==> src/prsm_regs.svh <==
// register offsets, field positions, reset values and counts
// assumes a 32-bit axi4-lite slave on a 100 MHz clock
`ifndef PRSM_REGS_SVH
`define PRSM_REGS_SVH
`define PRSM_CTRL_OFS    5'h00
`define PRSM_STAT_OFS    5'h04
`define PRSM_INS_OFS     5'h08
`define PRSM_DEL_OFS     5'h0C
`define PRSM_CTRL_RST    3'h4
`define PRSM_CTRL_INFER  0
`define PRSM_CTRL_LOWLAT 1
`define PRSM_CTRL_RMEN   2
`define PRSM_STAT_SYNC   0
`define PRSM_STAT_IDLE   1
`define PRSM_STAT_ERR    4
`define PRSM_STAT_LVL    16
`define PRSM_STAT_OVF    24
`define PRSM_ACQ_COMMAS  3'h4
`define PRSM_LOSE_ERRS   5'h11
`define PRSM_GOOD_LAST   4'hF
`define PRSM_OS_SKP_MAX  3'h5
`define PRSM_K285_NEG    10'h0FA
`define PRSM_K285_POS    10'h305
`define PRSM_K280_NEG    10'h0F4
`define PRSM_K280_POS    10'h30B
`define PRSM_HI_NORM     4'h6
`define PRSM_LO_NORM     4'h2
`define PRSM_HI_LL       4'h3
`define PRSM_LO_LL       4'h1
`define PRSM_ST_OK       3'h0
`define PRSM_ST_ADD      3'h1
`define PRSM_ST_DEL      3'h2
`define PRSM_RESP_OKAY   2'h0
`define PRSM_RESP_SLVERR 2'h2
`endif

==> src/prsm_pkg.sv <==
// types shared by the lane receive logic
// assumes prsm_regs.svh for the numeric constants
`default_nettype none
package prsm_pkg;
    typedef enum logic [2:0] {
        PRSM_LOSS = 3'b001,
        PRSM_ACQ  = 3'b010,
        PRSM_SYNC = 3'b100
    } prsm_sync_e;
    typedef struct packed {
        logic [9:0] code;
        logic       com;
        logic       skp;
    } prsm_sym_s;
    typedef logic [2:0] prsm_stat_t;
endpackage
`default_nettype wire

==> src/prsm_rx_lane.sv <==
// lane receive logic: signal detect, word aligner, sync, rate match
// assumes raw 10-bit words and sig detect from the serdes, axi4-lite host
`timescale 1ns/1ps
`default_nettype none
`include "prsm_regs.svh"

module prsm_fifo #(
    parameter int WIDTH = 12,
    parameter int DEPTH = 8
) (
    input  wire logic             clk_in,
    input  wire logic             rst_n_in,
    input  wire logic [WIDTH-1:0] wr_data_in,
    input  wire logic             wr_valid_in,
    output logic                  wr_ready_out,
    output logic      [WIDTH-1:0] rd_data_out,
    output logic                  rd_valid_out,
    input  wire logic             rd_ready_in,
    output logic      [3:0]       level_out
);
    localparam int AW = $clog2(DEPTH);
    logic [WIDTH-1:0] mem_reg [DEPTH];
    logic [AW-1:0]    wp_reg;
    logic [AW-1:0]    rp_reg;
    logic [3:0]       cnt_reg;
    logic             push;
    logic             pop;

    if (DEPTH < 2 || DEPTH > 15) begin : g_chk
        $error("prsm_fifo depth out of range");
    end
    assign wr_ready_out = (cnt_reg != 4'(DEPTH));
    assign rd_valid_out = (cnt_reg != 4'h0);
    assign rd_data_out  = mem_reg[rp_reg];
    assign level_out    = cnt_reg;
    assign push = wr_valid_in && wr_ready_out;
    assign pop  = rd_ready_in && rd_valid_out;

    always_ff @(posedge clk_in) begin
        if (push) begin
            mem_reg[wp_reg] <= wr_data_in;
        end
    end
    always_ff @(posedge clk_in) begin
        if (!rst_n_in) begin
            wp_reg  <= '0;
            rp_reg  <= '0;
            cnt_reg <= 4'h0;
        end else begin
            if (push) begin
                wp_reg <= (wp_reg == AW'(DEPTH - 1)) ? '0 : wp_reg + 1'b1;
            end
            if (pop) begin
                rp_reg <= (rp_reg == AW'(DEPTH - 1)) ? '0 : rp_reg + 1'b1;
            end
            cnt_reg <= cnt_reg + 4'(push) - 4'(pop);
        end
    end
endmodule

// What this block does
// RULE1: idle output is inverted detect without inference
// RULE2: aligner runs automatic sync state machine
// RULE3: sync acquired after four K28.5 commas
// RULE4: sync lost when error count reaches 17
// RULE5: sixteen good groups remove one error
// RULE6: alignment pattern is ten bits long
// RULE7: fifo absorbs 300 ppm offset each way
// RULE8: at most one skp added/removed per set
// RULE9: skp set is COM then 1-5 SKP
// RULE10: far end sends skp sets between packets
// RULE11: rate match starts only once synchronized
// RULE12: insertions and deletions reported on status
// RULE13: low latency mode for common refclock
// RULE14: spread spectrum refclock tolerated when common
// RULE15: status uses pipe skp added/removed codes
// RULE16: rate match halts while sync lost
module prsm_rx_lane #(
    parameter int FIFO_DEPTH = 8
) (
    input  wire logic                clk_in,
    input  wire logic                rst_n_in,
    input  wire logic                sig_det_in,
    input  wire logic [9:0]          raw_word_in,
    input  wire logic                raw_vld_in,
    output prsm_pkg::prsm_sym_s      rx_sym_out,
    output logic                     rx_valid_out,
    input  wire logic                rx_ready_in,
    output logic                     elec_idle_out,
    output logic                     sync_status_out,
    output prsm_pkg::prsm_stat_t     pipe_status_out,
    input  wire logic [4:0]          s_axi_awaddr_in,
    input  wire logic                s_axi_awvalid_in,
    output logic                     s_axi_awready_out,
    input  wire logic [31:0]         s_axi_wdata_in,
    input  wire logic [3:0]          s_axi_wstrb_in,
    input  wire logic                s_axi_wvalid_in,
    output logic                     s_axi_wready_out,
    output logic [1:0]               s_axi_bresp_out,
    output logic                     s_axi_bvalid_out,
    input  wire logic                s_axi_bready_in,
    input  wire logic [4:0]          s_axi_araddr_in,
    input  wire logic                s_axi_arvalid_in,
    output logic                     s_axi_arready_out,
    output logic [31:0]              s_axi_rdata_out,
    output logic [1:0]               s_axi_rresp_out,
    output logic                     s_axi_rvalid_out,
    input  wire logic                s_axi_rready_in
);
    localparam int SW = $bits(prsm_pkg::prsm_sym_s);

    if (FIFO_DEPTH < 8 || FIFO_DEPTH > 15) begin : g_chk
        $error("rate match fifo depth must be 8 to 15");
    end

    logic                  det_s1_reg;
    logic                  det_s2_reg;
    logic                  idle_reg;
    logic [2:0]            ctrl_reg;
    logic [9:0]            prev_reg;
    logic [3:0]            off_reg;
    logic [3:0]            off_use;
    logic                  hit;
    logic [3:0]            hit_k;
    logic [19:0]           win;
    prsm_pkg::prsm_sym_s   sym_reg;
    logic                  sym_vld_reg;
    logic                  sym_ok;
    prsm_pkg::prsm_sync_e  state_reg;
    logic [2:0]            cc_reg;
    logic [4:0]            err_reg;
    logic [3:0]            good_reg;
    logic                  synced;
    logic                  rm_on;
    logic [3:0]            hi_thr;
    logic [3:0]            lo_thr;
    logic                  wos_reg;
    logic [2:0]            skpn_reg;
    logic                  del_done_reg;
    logic                  del_now;
    logic                  f_wr;
    logic                  f_wrdy;
    prsm_pkg::prsm_sym_s   f_sym;
    logic                  f_vld;
    logic                  f_pop;
    logic [3:0]            level;
    logic                  load;
    logic                  ins_now;
    logic                  ros_reg;
    logic                  ins_done_reg;
    prsm_pkg::prsm_sym_s   out_reg;
    logic                  out_vld_reg;
    prsm_pkg::prsm_stat_t  stat_reg;
    logic                  del_pend_reg;
    logic                  ovf_reg;
    logic [15:0]           ins_cnt_reg;
    logic [15:0]           del_cnt_reg;
    logic                  aw_full_reg;
    logic [4:0]            aw_addr_reg;
    logic                  w_full_reg;
    logic [31:0]           w_data_reg;
    logic [3:0]            w_strb_reg;
    logic                  wr_go;
    logic                  bvalid_reg;
    logic [1:0]            bresp_reg;
    logic                  rvalid_reg;
    logic [31:0]           rdata_reg;
    logic [1:0]            rresp_reg;

    // pin synchroniser and idle report
    always_ff @(posedge clk_in) begin
        if (!rst_n_in) begin
            det_s1_reg <= 1'b0;
            det_s2_reg <= 1'b0;
            idle_reg   <= 1'b1;
        end else begin
            det_s1_reg <= sig_det_in;
            det_s2_reg <= det_s1_reg;
            if (ctrl_reg[`PRSM_CTRL_INFER]) begin
                idle_reg <= !synced;
            end else begin
                idle_reg <= !det_s2_reg; // RULE1
            end
        end
    end

    // comma search over every 10-bit offset
    assign win = {prev_reg, raw_word_in};
    always_comb begin
        hit   = 1'b0;
        hit_k = 4'h0;
        for (int k = 9; k >= 0; k--) begin
            if (win[k +: 10] == `PRSM_K285_NEG || win[k +: 10] == `PRSM_K285_POS) begin // RULE6
                hit   = 1'b1;
                hit_k = 4'(k);
            end
        end
        off_use = (state_reg == prsm_pkg::PRSM_LOSS && hit) ? hit_k : off_reg;
    end

    always_ff @(posedge clk_in) begin
        if (!rst_n_in) begin
            prev_reg    <= 10'h000;
            off_reg     <= 4'h0;
            sym_reg     <= '0;
            sym_vld_reg <= 1'b0;
        end else begin
            sym_vld_reg <= raw_vld_in;
            if (raw_vld_in) begin
                prev_reg     <= raw_word_in;
                off_reg      <= off_use;
                sym_reg.code <= win[off_use +: 10];
                sym_reg.com  <= (win[off_use +: 10] == `PRSM_K285_NEG)
                             || (win[off_use +: 10] == `PRSM_K285_POS);
                sym_reg.skp  <= (win[off_use +: 10] == `PRSM_K280_NEG)
                             || (win[off_use +: 10] == `PRSM_K280_POS);
            end
        end
    end

    // balanced-weight check stands in for code validity
    assign sym_ok = ($countones(sym_reg.code) >= 4) && ($countones(sym_reg.code) <= 6);
    assign synced = (state_reg == prsm_pkg::PRSM_SYNC);

    always_ff @(posedge clk_in) begin // RULE2
        if (!rst_n_in) begin
            state_reg <= prsm_pkg::PRSM_LOSS;
            cc_reg    <= 3'h0;
            err_reg   <= 5'h00;
            good_reg  <= 4'h0;
        end else if (sym_vld_reg) begin
            case (state_reg)
                prsm_pkg::PRSM_LOSS: begin
                    if (sym_reg.com) begin
                        state_reg <= prsm_pkg::PRSM_ACQ;
                        cc_reg    <= 3'h1;
                    end
                end
                prsm_pkg::PRSM_ACQ: begin
                    if (!sym_ok) begin
                        state_reg <= prsm_pkg::PRSM_LOSS;
                    end else if (sym_reg.com) begin
                        cc_reg <= cc_reg + 3'h1;
                        if (cc_reg == `PRSM_ACQ_COMMAS - 3'h1) begin // RULE3
                            state_reg <= prsm_pkg::PRSM_SYNC;
                            err_reg   <= 5'h00;
                            good_reg  <= 4'h0;
                        end
                    end
                end
                prsm_pkg::PRSM_SYNC: begin
                    if (!sym_ok) begin
                        good_reg <= 4'h0;
                        if (err_reg == `PRSM_LOSE_ERRS - 5'h01) begin // RULE4
                            state_reg <= prsm_pkg::PRSM_LOSS;
                            err_reg   <= 5'h00;
                        end else begin
                            err_reg <= err_reg + 5'h01;
                        end
                    end else if (good_reg == `PRSM_GOOD_LAST) begin // RULE5
                        good_reg <= 4'h0;
                        if (err_reg != 5'h00) begin
                            err_reg <= err_reg - 5'h01;
                        end
                    end else begin
                        good_reg <= good_reg + 4'h1;
                    end
                end
                default: state_reg <= prsm_pkg::PRSM_LOSS;
            endcase
        end
    end

    // rate match, gated by sync; a common spread refclock tracks within the thresholds
    assign rm_on  = synced && ctrl_reg[`PRSM_CTRL_RMEN]; // RULE11 RULE16 RULE14
    assign hi_thr = ctrl_reg[`PRSM_CTRL_LOWLAT] ? `PRSM_HI_LL : `PRSM_HI_NORM; // RULE13
    assign lo_thr = ctrl_reg[`PRSM_CTRL_LOWLAT] ? `PRSM_LO_LL : `PRSM_LO_NORM; // RULE13
    // far end keeps skp sets in the packet gap, so dropping one skp never cuts data
    assign del_now = sym_vld_reg && rm_on && sym_reg.skp && wos_reg && !del_done_reg
                  && (skpn_reg != 3'h0) && (level >= hi_thr); // RULE7 RULE8 RULE10
    assign f_wr    = sym_vld_reg && !del_now;

    always_ff @(posedge clk_in) begin // RULE9
        if (!rst_n_in) begin
            wos_reg      <= 1'b0;
            skpn_reg     <= 3'h0;
            del_done_reg <= 1'b0;
        end else if (sym_vld_reg) begin
            if (sym_reg.com) begin
                wos_reg      <= 1'b1;
                skpn_reg     <= 3'h0;
                del_done_reg <= 1'b0;
            end else if (sym_reg.skp && wos_reg && skpn_reg != `PRSM_OS_SKP_MAX) begin
                skpn_reg <= skpn_reg + 3'h1;
                if (del_now) begin
                    del_done_reg <= 1'b1;
                end
            end else begin
                wos_reg <= 1'b0;
            end
        end
    end

    prsm_fifo #(
        .WIDTH (SW),
        .DEPTH (FIFO_DEPTH)
    ) u_fifo (
        .clk_in       (clk_in),
        .rst_n_in     (rst_n_in),
        .wr_data_in   (sym_reg),
        .wr_valid_in  (f_wr),
        .wr_ready_out (f_wrdy),
        .rd_data_out  (f_sym),
        .rd_valid_out (f_vld),
        .rd_ready_in  (f_pop),
        .level_out    (level)
    );

    // read side: repeat one skp per set when the fifo runs low
    assign load    = !out_vld_reg || rx_ready_in;
    assign ins_now = load && f_vld && rm_on && f_sym.skp && ros_reg && !ins_done_reg
                  && (level <= lo_thr); // RULE7 RULE8
    assign f_pop   = load && !ins_now;

    always_ff @(posedge clk_in) begin
        if (!rst_n_in) begin
            out_reg      <= '0;
            out_vld_reg  <= 1'b0;
            ros_reg      <= 1'b0;
            ins_done_reg <= 1'b0;
        end else if (load) begin
            out_reg     <= f_sym;
            out_vld_reg <= f_vld;
            if (ins_now) begin
                ins_done_reg <= 1'b1;
            end else if (f_vld && f_sym.com) begin
                ros_reg      <= 1'b1;
                ins_done_reg <= 1'b0;
            end else if (f_vld && !f_sym.skp) begin
                ros_reg <= 1'b0;
            end
        end
    end

    // status codes; a deletion colliding with an insertion reports next cycle
    always_ff @(posedge clk_in) begin
        if (!rst_n_in) begin
            stat_reg     <= `PRSM_ST_OK;
            del_pend_reg <= 1'b0;
        end else if (ins_now) begin
            stat_reg     <= `PRSM_ST_ADD; // RULE12 RULE15
            del_pend_reg <= del_pend_reg || del_now;
        end else if (del_now || del_pend_reg) begin
            stat_reg     <= `PRSM_ST_DEL; // RULE12 RULE15
            del_pend_reg <= 1'b0;
        end else begin
            stat_reg <= `PRSM_ST_OK; // RULE15
        end
    end

    always_ff @(posedge clk_in) begin
        if (!rst_n_in) begin
            ins_cnt_reg <= 16'h0000;
            del_cnt_reg <= 16'h0000;
            ovf_reg     <= 1'b0;
        end else begin
            ins_cnt_reg <= ins_cnt_reg + 16'(ins_now);
            del_cnt_reg <= del_cnt_reg + 16'(del_now);
            if (f_wr && !f_wrdy) begin
                ovf_reg <= 1'b1;
            end else if (wr_go && aw_addr_reg == `PRSM_STAT_OFS && w_strb_reg[3]
                         && w_data_reg[`PRSM_STAT_OVF]) begin
                ovf_reg <= 1'b0;
            end
        end
    end

    // axi4-lite slave
    assign wr_go = aw_full_reg && w_full_reg && !bvalid_reg;
    always_ff @(posedge clk_in) begin
        if (!rst_n_in) begin
            aw_full_reg <= 1'b0;
            aw_addr_reg <= 5'h00;
            w_full_reg  <= 1'b0;
            w_data_reg  <= 32'h0000_0000;
            w_strb_reg  <= 4'h0;
            bvalid_reg  <= 1'b0;
            bresp_reg   <= `PRSM_RESP_OKAY;
            ctrl_reg    <= `PRSM_CTRL_RST;
        end else begin
            if (s_axi_awvalid_in && !aw_full_reg) begin
                aw_full_reg <= 1'b1;
                aw_addr_reg <= s_axi_awaddr_in;
            end
            if (s_axi_wvalid_in && !w_full_reg) begin
                w_full_reg <= 1'b1;
                w_data_reg <= s_axi_wdata_in;
                w_strb_reg <= s_axi_wstrb_in;
            end
            if (wr_go) begin
                aw_full_reg <= 1'b0;
                w_full_reg  <= 1'b0;
                bvalid_reg  <= 1'b1;
                bresp_reg   <= (aw_addr_reg[4] == 1'b0) ? `PRSM_RESP_OKAY : `PRSM_RESP_SLVERR;
                if ({aw_addr_reg[4:2], 2'b00} == `PRSM_CTRL_OFS && w_strb_reg[0]) begin
                    ctrl_reg <= w_data_reg[2:0];
                end
            end else if (bvalid_reg && s_axi_bready_in) begin
                bvalid_reg <= 1'b0;
            end
        end
    end

    always_ff @(posedge clk_in) begin
        if (!rst_n_in) begin
            rvalid_reg <= 1'b0;
            rdata_reg  <= 32'h0000_0000;
            rresp_reg  <= `PRSM_RESP_OKAY;
        end else if (s_axi_arvalid_in && !rvalid_reg) begin
            rvalid_reg <= 1'b1;
            rresp_reg  <= `PRSM_RESP_OKAY;
            rdata_reg  <= 32'h0000_0000;
            case ({s_axi_araddr_in[4:2], 2'b00})
                `PRSM_CTRL_OFS: rdata_reg <= {29'h0000_0000, ctrl_reg};
                `PRSM_STAT_OFS: begin
                    rdata_reg[`PRSM_STAT_SYNC]     <= synced;
                    rdata_reg[`PRSM_STAT_IDLE]     <= idle_reg;
                    rdata_reg[`PRSM_STAT_ERR +: 5] <= err_reg;
                    rdata_reg[`PRSM_STAT_LVL +: 4] <= level;
                    rdata_reg[`PRSM_STAT_OVF]      <= ovf_reg;
                end
                `PRSM_INS_OFS:  rdata_reg <= {16'h0000, ins_cnt_reg};
                `PRSM_DEL_OFS:  rdata_reg <= {16'h0000, del_cnt_reg};
                default:        rresp_reg <= `PRSM_RESP_SLVERR;
            endcase
        end else if (rvalid_reg && s_axi_rready_in) begin
            rvalid_reg <= 1'b0;
        end
    end

    assign s_axi_awready_out = !aw_full_reg;
    assign s_axi_wready_out  = !w_full_reg;
    assign s_axi_bvalid_out  = bvalid_reg;
    assign s_axi_bresp_out   = bresp_reg;
    assign s_axi_arready_out = !rvalid_reg;
    assign s_axi_rvalid_out  = rvalid_reg;
    assign s_axi_rdata_out   = rdata_reg;
    assign s_axi_rresp_out   = rresp_reg;
    assign rx_sym_out        = out_reg;
    assign rx_valid_out      = out_vld_reg;
    assign elec_idle_out     = idle_reg;
    assign sync_status_out   = synced;
    assign pipe_status_out   = stat_reg;
endmodule

`default_nettype wire

==> config.mk <==
export PLATFORM = sky130hd
export DESIGN_NAME = prsm_rx_lane
export DESIGN_NICKNAME = d
export VERILOG_FILES = /design/src/prsm_pkg.sv /design/src/prsm_rx_lane.sv
export VERILOG_INCLUDE_DIRS = /design/src /design/src/src
export SDC_FILE = /design/constraint.sdc
export NUM_CORES = 1
export LEC_CHECK = 0
export BUFFER_PORTS_ARGS = -buffer_cell sky130_fd_sc_hd__buf_2
export CAP_MARGIN = 25
export CELL_PAD_IN_SITES_DETAIL_PLACEMENT = 1
export CELL_PAD_IN_SITES_GLOBAL_PLACEMENT = 1
export CORE_MARGIN = 4
export CORE_UTILIZATION = 47
export DETAILED_ROUTE_END_ITERATION = 7
export PLACE_DENSITY_LB_ADDON = 0.25
export SKIP_CTS_REPAIR_TIMING = 1
export SLEW_MARGIN = 0
export SYNTH_ARGS = -nofsm -noshare
export SYNTH_HDL_FRONTEND = slang
export SYNTH_SLANG_ARGS = --single-unit
==> constraint.sdc <==
create_clock -name clk_in -period 5.9 [get_ports clk_in]
set_input_delay 0.295 -clock clk_in [delete_from_list [all_inputs] [get_ports clk_in]]
set_output_delay 0.295 -clock clk_in [all_outputs]
set_load 0.01 [all_outputs]
==> impl_summary.md, run 1 <==
Logic synthesis
The count of mapped cells out of synthesis is 1133. Sequential elements use 49.0% of the synthesized area. The most used flip-flop cell after synthesis is dfxtp_1.

Each instance of the synthesized netlist takes up on average 10.8 µm². The number of storage elements in the synthesis netlist is 251. The yosys synthesis warning count is 0. The number of different library cells in the post-synthesis netlist is 83. The number of synthesized flops with an enable pin is 96. The fraction of synthesis flops using an asynchronous set or reset pin is 0%.

The area of the mapped netlist is 12200 µm².

Routing
The remaining antenna violation count after routing is 0. The post-detailed-routing wire length is between 30 and 40 mm. The via total after detailed routing is 8844. In this run, the number of DRC markers left after iteration 0 of detailed routing was 679. In the routed design, unresolved DRC markers number 0. The average wire length per cell after detail routing is 19.6 µm.

The mean number of vias per cell is roughly 5.7. The first TritonRoute pass finished after 4 iterations.

STA
The maximum clock frequency is 0.189 GHz. The smallest clock period supported by the final layout is computed as 5.30 ns. The slew of the pin with the lowest slew margin is 0.919 ns.

After layout, the worst setup slack is 0.600 ns. The final max-slew violation count came to 0. The final hold violation count came to 0. The normalized max-slew margin is 38.6%. The final period utilization is between 80 and 90%.

In the final timing run, aggregate negative setup slack is 0 ns. The clock tree skew after final layout is 0.0116 ns. Setup repair after global routing left no endpoint under its margin. The final setup violation count is 0.

Clock network
The number of clock sinks is 251. The tree is rooted in a clkbuf_16. TritonCTS built the clock tree. In this run the number of H-tree levels came out at 1.

The clock tree buffer depth is 3. Clock-pin slew was measured on the worst setup and hold paths at 0.06 ns. The TritonCTS buffer count is 28. The clock insertion delay at the later pin of the skew report is 0.53 ns.

Floorplan
The number of rows created at floorplan is 58. From left edge to right edge, the die measures between 150 and 200 µm. The effective utilization at floorplan is 48.1%. The height of the die is approximately 170 µm. After floorplanning, the core was sized to cover 25400 µm².

The floorplan step defined a die boundary enclosing 28600 µm². During I/O placement, the number of pins put on the boundary was 125.

Pwr
Power spread over the standard cell area amounts to 332 nW/µm². Across the VDD grid, the largest voltage drop is 0.000328 V. The total power draw is around 0.0046 W. Summed over all cells, the static leakage comes to 5.36 nW. The design internal power is 0.00335 W. Per report_power, the sequential group accounts for around 44% of the total. The clock group share of total power is 39.2%. The power spent charging and discharging nets is roughly 0.0012 W. The share of total power dissipated in combinational logic is 17.1%. The share of total power consumed by net switching is between 20% and 30%.

Layout
The growth of design area from synthesis to finish is 13.0%. Cells with a size suffix above 1 make up approximately 18% of the layout. The library cell used most frequently in the layout, excluding fill and tap cells, is dfxtp_1. Leaving out fill and tap cells, the most frequent cells in the layout are dfxtp_1, nor2_1, edfxtp_1. The filler cells instantiated in the layout total 2751.

The final core utilization is a little over half. The total number of nets in the final design is 1292. The design area is 13800 µm². The repair_antennas step left the layout with diodes totalling 0. The flip-flop count of the largest register after layout is between 90 and 100.

Worst hold path
The worst min-delay path startpoint is s_axi_awaddr_in[3]. The worst hold path was traced through 3 stages. The path with the worst hold slack has its endpoint at aw_addr_reg[3]$_SDFFE_PN0P_.

The worst min-delay path class is primary input to flip-flop.

Worst setup path
In this run the worst path has a maximum fanout of 10. The data required time of the critical path is about 6.3 ns. The data arrival time of the critical path is 5.71 ns. The signal on the critical path passes through inv_1 > fa_1 > fa_1 > fa_1 > inv_1 > ha_1 > fa_1 > a2111oi_0 > a21oi_1 > a21o_1 > nor2_1 > o211ai_1 > a31oi_1 > o21ai_0 > a22oi_1 > nor2_1. The endpoint kind of the worst setup timing path is a flip-flop. The slowest stage of the critical path belongs to the cell a31oi_1. The endpoint identified for the worst register-to-register timing path is err_reg[2]$_SDFFE_PN0P_. The source of the worst register-to-register timing path is sym_reg[2]$_SDFFE_PN0P_.

The critical path launch point type is a flip-flop. Across all register-to-register paths, the minimum setup slack is between 0.5 and 0.6 ns. The start-to-end type of the worst setup path is flip-flop to flip-flop.

The library cell appearing most often on the critical path is fa_1. The longest individual stage delay on the worst path is 0.68 ns. The worst-case reg-to-reg path depth is 16.

Placement
After detailed placement, the total cell area comes to approximately 13000 µm². The congestion estimate from routability-driven global placement came to between 0.8 and 0.9. The detailed placer's ending HPWL is between 20 and 25 mm. The count of input and output buffers is 78. The worst slack after detailed placement is 0.534 ns.

Global routing
Entering global routing, the biggest net connects 101 pins. The overall global routing resource usage is 21.0%. The first global-routing pass estimated 49.6 mm of wire.

After global routing the overflow that remains totals 0. The via count of the first global-routing pass is approximately 9000. The initial antenna violation count is 0.

Status
The flow ran to the end, and the final reports show no timing, DRC or antenna violations.

Flow run
The number of max-cap violations is 0.
-- worst max-delay path by stage --
| stage | cells past startpoint | start | slack, ns | to |
|---|---|---|---|---|
| global placement | 16 | sym_reg[2]$_SDFFE_PN0P_ | 0.88 | err_reg[2]$_SDFFE_PN0P_ |
| finish | 16 | sym_reg[2]$_SDFFE_PN0P_ | 0.60 | err_reg[2]$_SDFFE_PN0P_ |
| detailed placement | 16 | sym_reg[2]$_SDFFE_PN0P_ | 0.53 | err_reg[2]$_SDFFE_PN0P_ |
| CTS | 16 | sym_reg[2]$_SDFFE_PN0P_ | 0.54 | err_reg[2]$_SDFFE_PN0P_ |
| floorplan | 16 | sym_reg[2]$_SDFFE_PN0P_ | 1.41 | err_reg[2]$_SDFFE_PN0P_ |
| global route | 16 | sym_reg[2]$_SDFFE_PN0P_ | 0.11 | err_reg[2]$_SDFFE_PN0P_ |
-- synthesized netlist by cell type, drive strengths merged (4+ instances only) --
library cell	count	area, µm²
dfxtp	155	3100
nor2	154	578
edfxtp	96	2880
mux2i	74	766
inv	49	184
buf	46	292
nand2	44	165
clkbuf	42	158
a21oi	37	185
nand3	34	170
a211oi	30	235
ha	27	338
mux4	26	586
a22oi	23	186
mux2	23	263
o21ai	22	125
nor3	20	105
xor2	20	175
nand4	15	100
nor3b	15	124
or3	13	86.3
and2	12	75.1
a31oi	10	77.6
and3	10	62.6
nand2b	10	62.6
nor4	10	68.8
o22ai	9	56.3
or2	9	56.3
xnor2	8	70.1
fa	7	140
o31ai	7	57.6
a22o	6	52.6
and4b	6	60.1
nand3b	6	45.0
nor2b	6	37.5
nand4b	4	35.0
nor4bb	4	40.0
-- per-stage QoR --
| stage | hold slack [ns] | cells |
|---|---|---|
| after floorplan | 0.394 | 1146 |
| after global placement | 0.420 | 1484 |
| after detailed placement | 0.426 | 1484 |
| after CTS | -0.0853 | 1536 |
| after global routing | 0.00704 | 1544 |
| final | 0.000563 | 1544 |
-- power by group through the flow --
stage	clock [W]	combinational (W)	sequential, W
floorplan	0	0.000600	0.00200
global placement	0	0.000752	0.00203
detailed placement	0	0.000785	0.00204
CTS	0.00184	0.000793	0.00201
global route	0.00192	0.000881	0.00202
finish	0.00180	0.000786	0.00200
-- cell type report --
| class | count | area, µm² | share of cell area, % |
|---|---|---|---|
| Sequential cell | 251 | 5990 | 43.3 |
| Tap cell | 330 | 413 | 2.99 |
| Multi-Input combinational cell | 758 | 5650 | 40.9 |
| Clock buffer | 41 | 821 | 5.94 |
| Timing Repair Buffer | 104 | 613 | 4.44 |
| Clock inverter | 11 | 140 | 1.01 |
| Inverter | 49 | 186 | 1.35 |
-- per-layer routing --
layer | vias to the layer above | wire length, µm | track usage (%)
met5 | - | 0 | 0
met4 | 0 | 481 | 4.17
met3 | 40 | 1350 | 2.68
met2 | 165 | 14500 | 35.3
met1 | 4438 | 13900 | 29.4
li1 | 4201 | - | -
-- critical path: cells and delay by family (launching register included) --
| family | cells | cell delay (ns) |
|---|---|---|
| AOI/OAI and AO/OA | 7 | 2.12 |
| DFF | 1 | 0.51 |
| buffers and inverters | 2 | 0.18 |
| and+or+nand+nor | 2 | 0.25 |
| adders and majority gates | 5 | 2.13 |
-- kinds of logic after synthesis --
logic type               after synthesis  synth area share [%]
other                                  1                0.0307
buffers and inverters                137                  5.18
adder cells (fa/ha/maj)               34                  3.91
AO/OA/AOI/OAI                        173                  10.1
AND/OR/NAND/NOR                      386                  16.6
flip-flops                           251                  49.0
multiplexers                         123                  13.2
XOR/XNOR                              28                  2.01
Power figures use the tool's default switching activity.
==> run 2, diff against run 1 <==
--- a/config.mk
+++ b/config.mk
@@ -10,6 +10,7 @@
 export CAP_MARGIN = 25
 export CELL_PAD_IN_SITES_DETAIL_PLACEMENT = 1
 export CELL_PAD_IN_SITES_GLOBAL_PLACEMENT = 1
+export CORE_ASPECT_RATIO = 0.6
 export CORE_MARGIN = 4
 export CORE_UTILIZATION = 47
 export DETAILED_ROUTE_END_ITERATION = 7
==> impl_summary.md, run 2 (synthesis results as in run 1) <==
STA
The clock tree skew after final layout is 0.0112 ns (-0.000367 ns). The final hold violation count came to 2 (+2). The maximum clock frequency is 0.191 GHz (+1.1%). The final-layout setup total negative slack was 0 ns (unchanged).

The normalized max-slew margin is 35.6% (-3.0 points). The slew of the pin with the lowest slew margin is 0.964 ns (+0.0451 ns). Setup repair after global routing left no endpoint under its margin. The final setup violation count is 0 (unchanged). The post-layout minimum cycle time is 5.24 ns (-0.0564 ns). The final period utilization came to 88.9% (-0.96 points).

The worst-case setup margin in the final layout is 0.656 ns (+0.0564 ns). The hold slack came to -0.0176 ns (-0.0182 ns). The final max-slew violation count is 0 (unchanged).

Layout
The design area is 13600 µm² (-1.7%). The flip-flop count of the largest register after layout is 96 (unchanged). Compared with the post-synthesis result, the final layout area differs by 11.1%. The top cell types in the final layout, fill and taps aside, are dfxtp_1, nor2_1, edfxtp_1. The total number of nets in the final design came to 1286 (-0.46%). Leaving out fill and tap cells, the most frequent cell in the layout is dfxtp_1. The fraction of final layout cells with drive strength greater than 1 is 17.3% (-0.65 points). The total inserted antenna cells is 0 (unchanged). The final-layout fill cell count is 2775 (+0.87%).

Flow run
The number of max-cap violations is 0 (unchanged).

Worst setup path
The data required time of the critical path was 6.30 ns (about the same). The maximum fanout encountered on the critical timing path came to 10 (unchanged). The slowest stage of the critical path belongs to the cell fa_1.

Counting stages on the worst path, the most repeated cell is fa_1. The data arrival time of the critical path is 5.64 ns (-0.07 ns). The signal on the critical path passes through inv_1 > fa_1 > fa_1 > fa_1 > inv_1 > ha_1 > fa_1 > a2111oi_0 > a21oi_1 > a21o_1 > nor2_1 > o211ai_1 > a31oi_2 > o21ai_0 > a22oi_1 > nor2_1.

The endpoint kind of the worst setup timing path is a flip-flop. The buffers plus inverters on the worst setup path is 2 (unchanged). By startpoint and endpoint, the worst setup path is classified as flip-flop to flip-flop.

The longest individual stage delay on the worst path was 0.58 ns (-0.10 ns). The worst setup path is launched from a flip-flop. The category of cells accounting for the largest share of critical-path delay is adder cells.

Pwr
The power density over the cells came to 315 nW/µm² (-5.1%). The clock group share of total power is 34.0% (-5.2 points). The sequential fraction of design power is 47.3% (+3.6 points). The power spent charging and discharging nets came to 0.00123 W (-0.13%). The design internal power was 0.00305 W (-9.1%). The part of the total power dissipated in combinational logic is 18.7% (+1.6 points). The share of total power consumed by net switching is 28.8% (+1.9 points). The leakage power summed over all cells is 5.22 nW (-2.6%). The worst IR drop on VDD is 0.000171 V (-48%).

Clock network
The clock-pin transition on the worst setup and hold timing paths is 0.06 ns (about the same). TritonCTS built the clock tree. The number of clock sinks was 251 (unchanged).

The maximum level of the CTS H-tree was 1 (unchanged). The clock insertion delay at the later pin of the skew report came to 0.54 ns (about the same). The clock tree buffer depth was 3 (unchanged). The cell at the root of the clock tree is clkbuf_16. The TritonCTS buffer count is 25 (-11%).

Worst hold path
The worst min-delay path class is primary input to flip-flop.

Floorplan
The floorplan core area came to 25400 µm² (+0.20%). The overall die width came to 216 µm (+28%). The number of rows created at floorplan is 45 (-22%). The effective utilization at floorplan is 48.0% (-0.095 points). The overall die area is 28700 µm² (+0.29%).

The top-level port count came to 125 (unchanged). The height of the die is 133 µm (-21%).

Routing
The via total after detailed routing was 8936 (+1.0%). The number of detailed-route iterations in the first pass is 5 (+1). The post-detailed-routing wire length is 31.9 mm (+5.4%). The final routed DRC violation total was 0 (unchanged). The number of violations reported at the end of detailed-routing iteration 0 is 725 (+6.8%). The mean number of vias per cell is 5.75 (+0.39%).

The remaining antenna violation count after routing was 0 (unchanged). The average wire length per cell after detail routing came to 20.5 µm (+4.7%).

Global routing
The via count of the first global-routing pass was 9025 (-1.5%). The largest net degree at the start of global routing was 67 (-34%). The routing usage on met3 is 3.01% (+0.33 points). The global-route track usage on met1 came to 33.6% (+4.2 points).

The global-route wire length before repair came to 50.9 mm (+2.5%). The busiest metal layer after global routing is met1. The overflow left after global routing is 0 (unchanged).

The overall global routing resource usage is 21.9% (+0.91 points). The fraction of met2 tracks used by global routing came to 33.5% (-1.8 points). The initial antenna violation count was 1 (+1).

Status
The final reports fail on hold timing. The run finished, with violations left.

Placement
The cell area after placement is 12800 µm² (+0.45%). The weighted congestion at the end of routability-driven global placement is 0.836 (+3.1%). The detailed placer's ending HPWL is 22.5 mm (+10%). The count of input and output buffers came to 78 (unchanged). The worst slack after detailed placement is 0.461 ns (-0.0731 ns).
-- run 2: layer usage --
layer	vias up	share of wire [%]
met5	-	0.041
met4	2	1.6
met3	36	5.0
met2	219	44
met1	4477	50
li1	4202	-
-- run 2: cell type report --
type                    count  area [µm²]  share of cell area [%]
well taps                 352         440                    3.24
repair buffers            101         566                    4.17
multi-input cells         758        5680                    41.8
clock inverters             7        52.6                   0.387
flip-flops and latches    251        5990                    44.1
clock buffers              36         667                    4.91
inverters                  49         186                    1.37
-- run 2: tightest hold or removal path: stages --
cell    delay [ns]
buf_2         0.08
nor2_1        0.03
nor2_1        0.07
-- run 2: path summary, 6_finish.rpt --
check | start | to | slack [ns] | cells after the start
worst max-delay path | sym_reg[2]$_SDFFE_PN0P_ | err_reg[2]$_SDFFE_PN0P_ | 0.66 | 16
worst min-delay path | s_axi_wvalid_in | w_full_reg$_SDFFE_PP0P_ | -0.02 | 3
worst max register to register | sym_reg[2]$_SDFFE_PN0P_ | err_reg[2]$_SDFFE_PN0P_ | 0.66 | 16
worst min register to register | det_s1_reg$_SDFF_PN0_ | det_s2_reg$_SDFF_PN0_ | 0.43 | 1
-- run 2: power by group through the flow --
stage	Combinational, W	Clock [W]	Sequential (W)
4_1_cts	0.000800	0.00149	0.00203
3_3_place_gp	0.000743	0	0.00205
5_1_grt	0.000880	0.00157	0.00204
3_5_place_dp	0.000788	0	0.00206
6_report	0.000799	0.00145	0.00203
2_1_floorplan	0.000600	0	0.00200
-- run 2: through the flow --
stage | util, % | cells | total power [W] | hold slack (ns)
after floorplan | - | 1146 | 0.00260 | 0.394
after global placement | 50.3 | 1505 | 0.00280 | 0.417
after detailed placement | 50.4 | 1508 | 0.00285 | 0.422
after CTS | 53.2 | 1551 | 0.00432 | -0.0884
after global routing | 53.3 | 1554 | 0.00449 | 0.00387
final | 53.3 | 1554 | 0.00428 | -0.0176
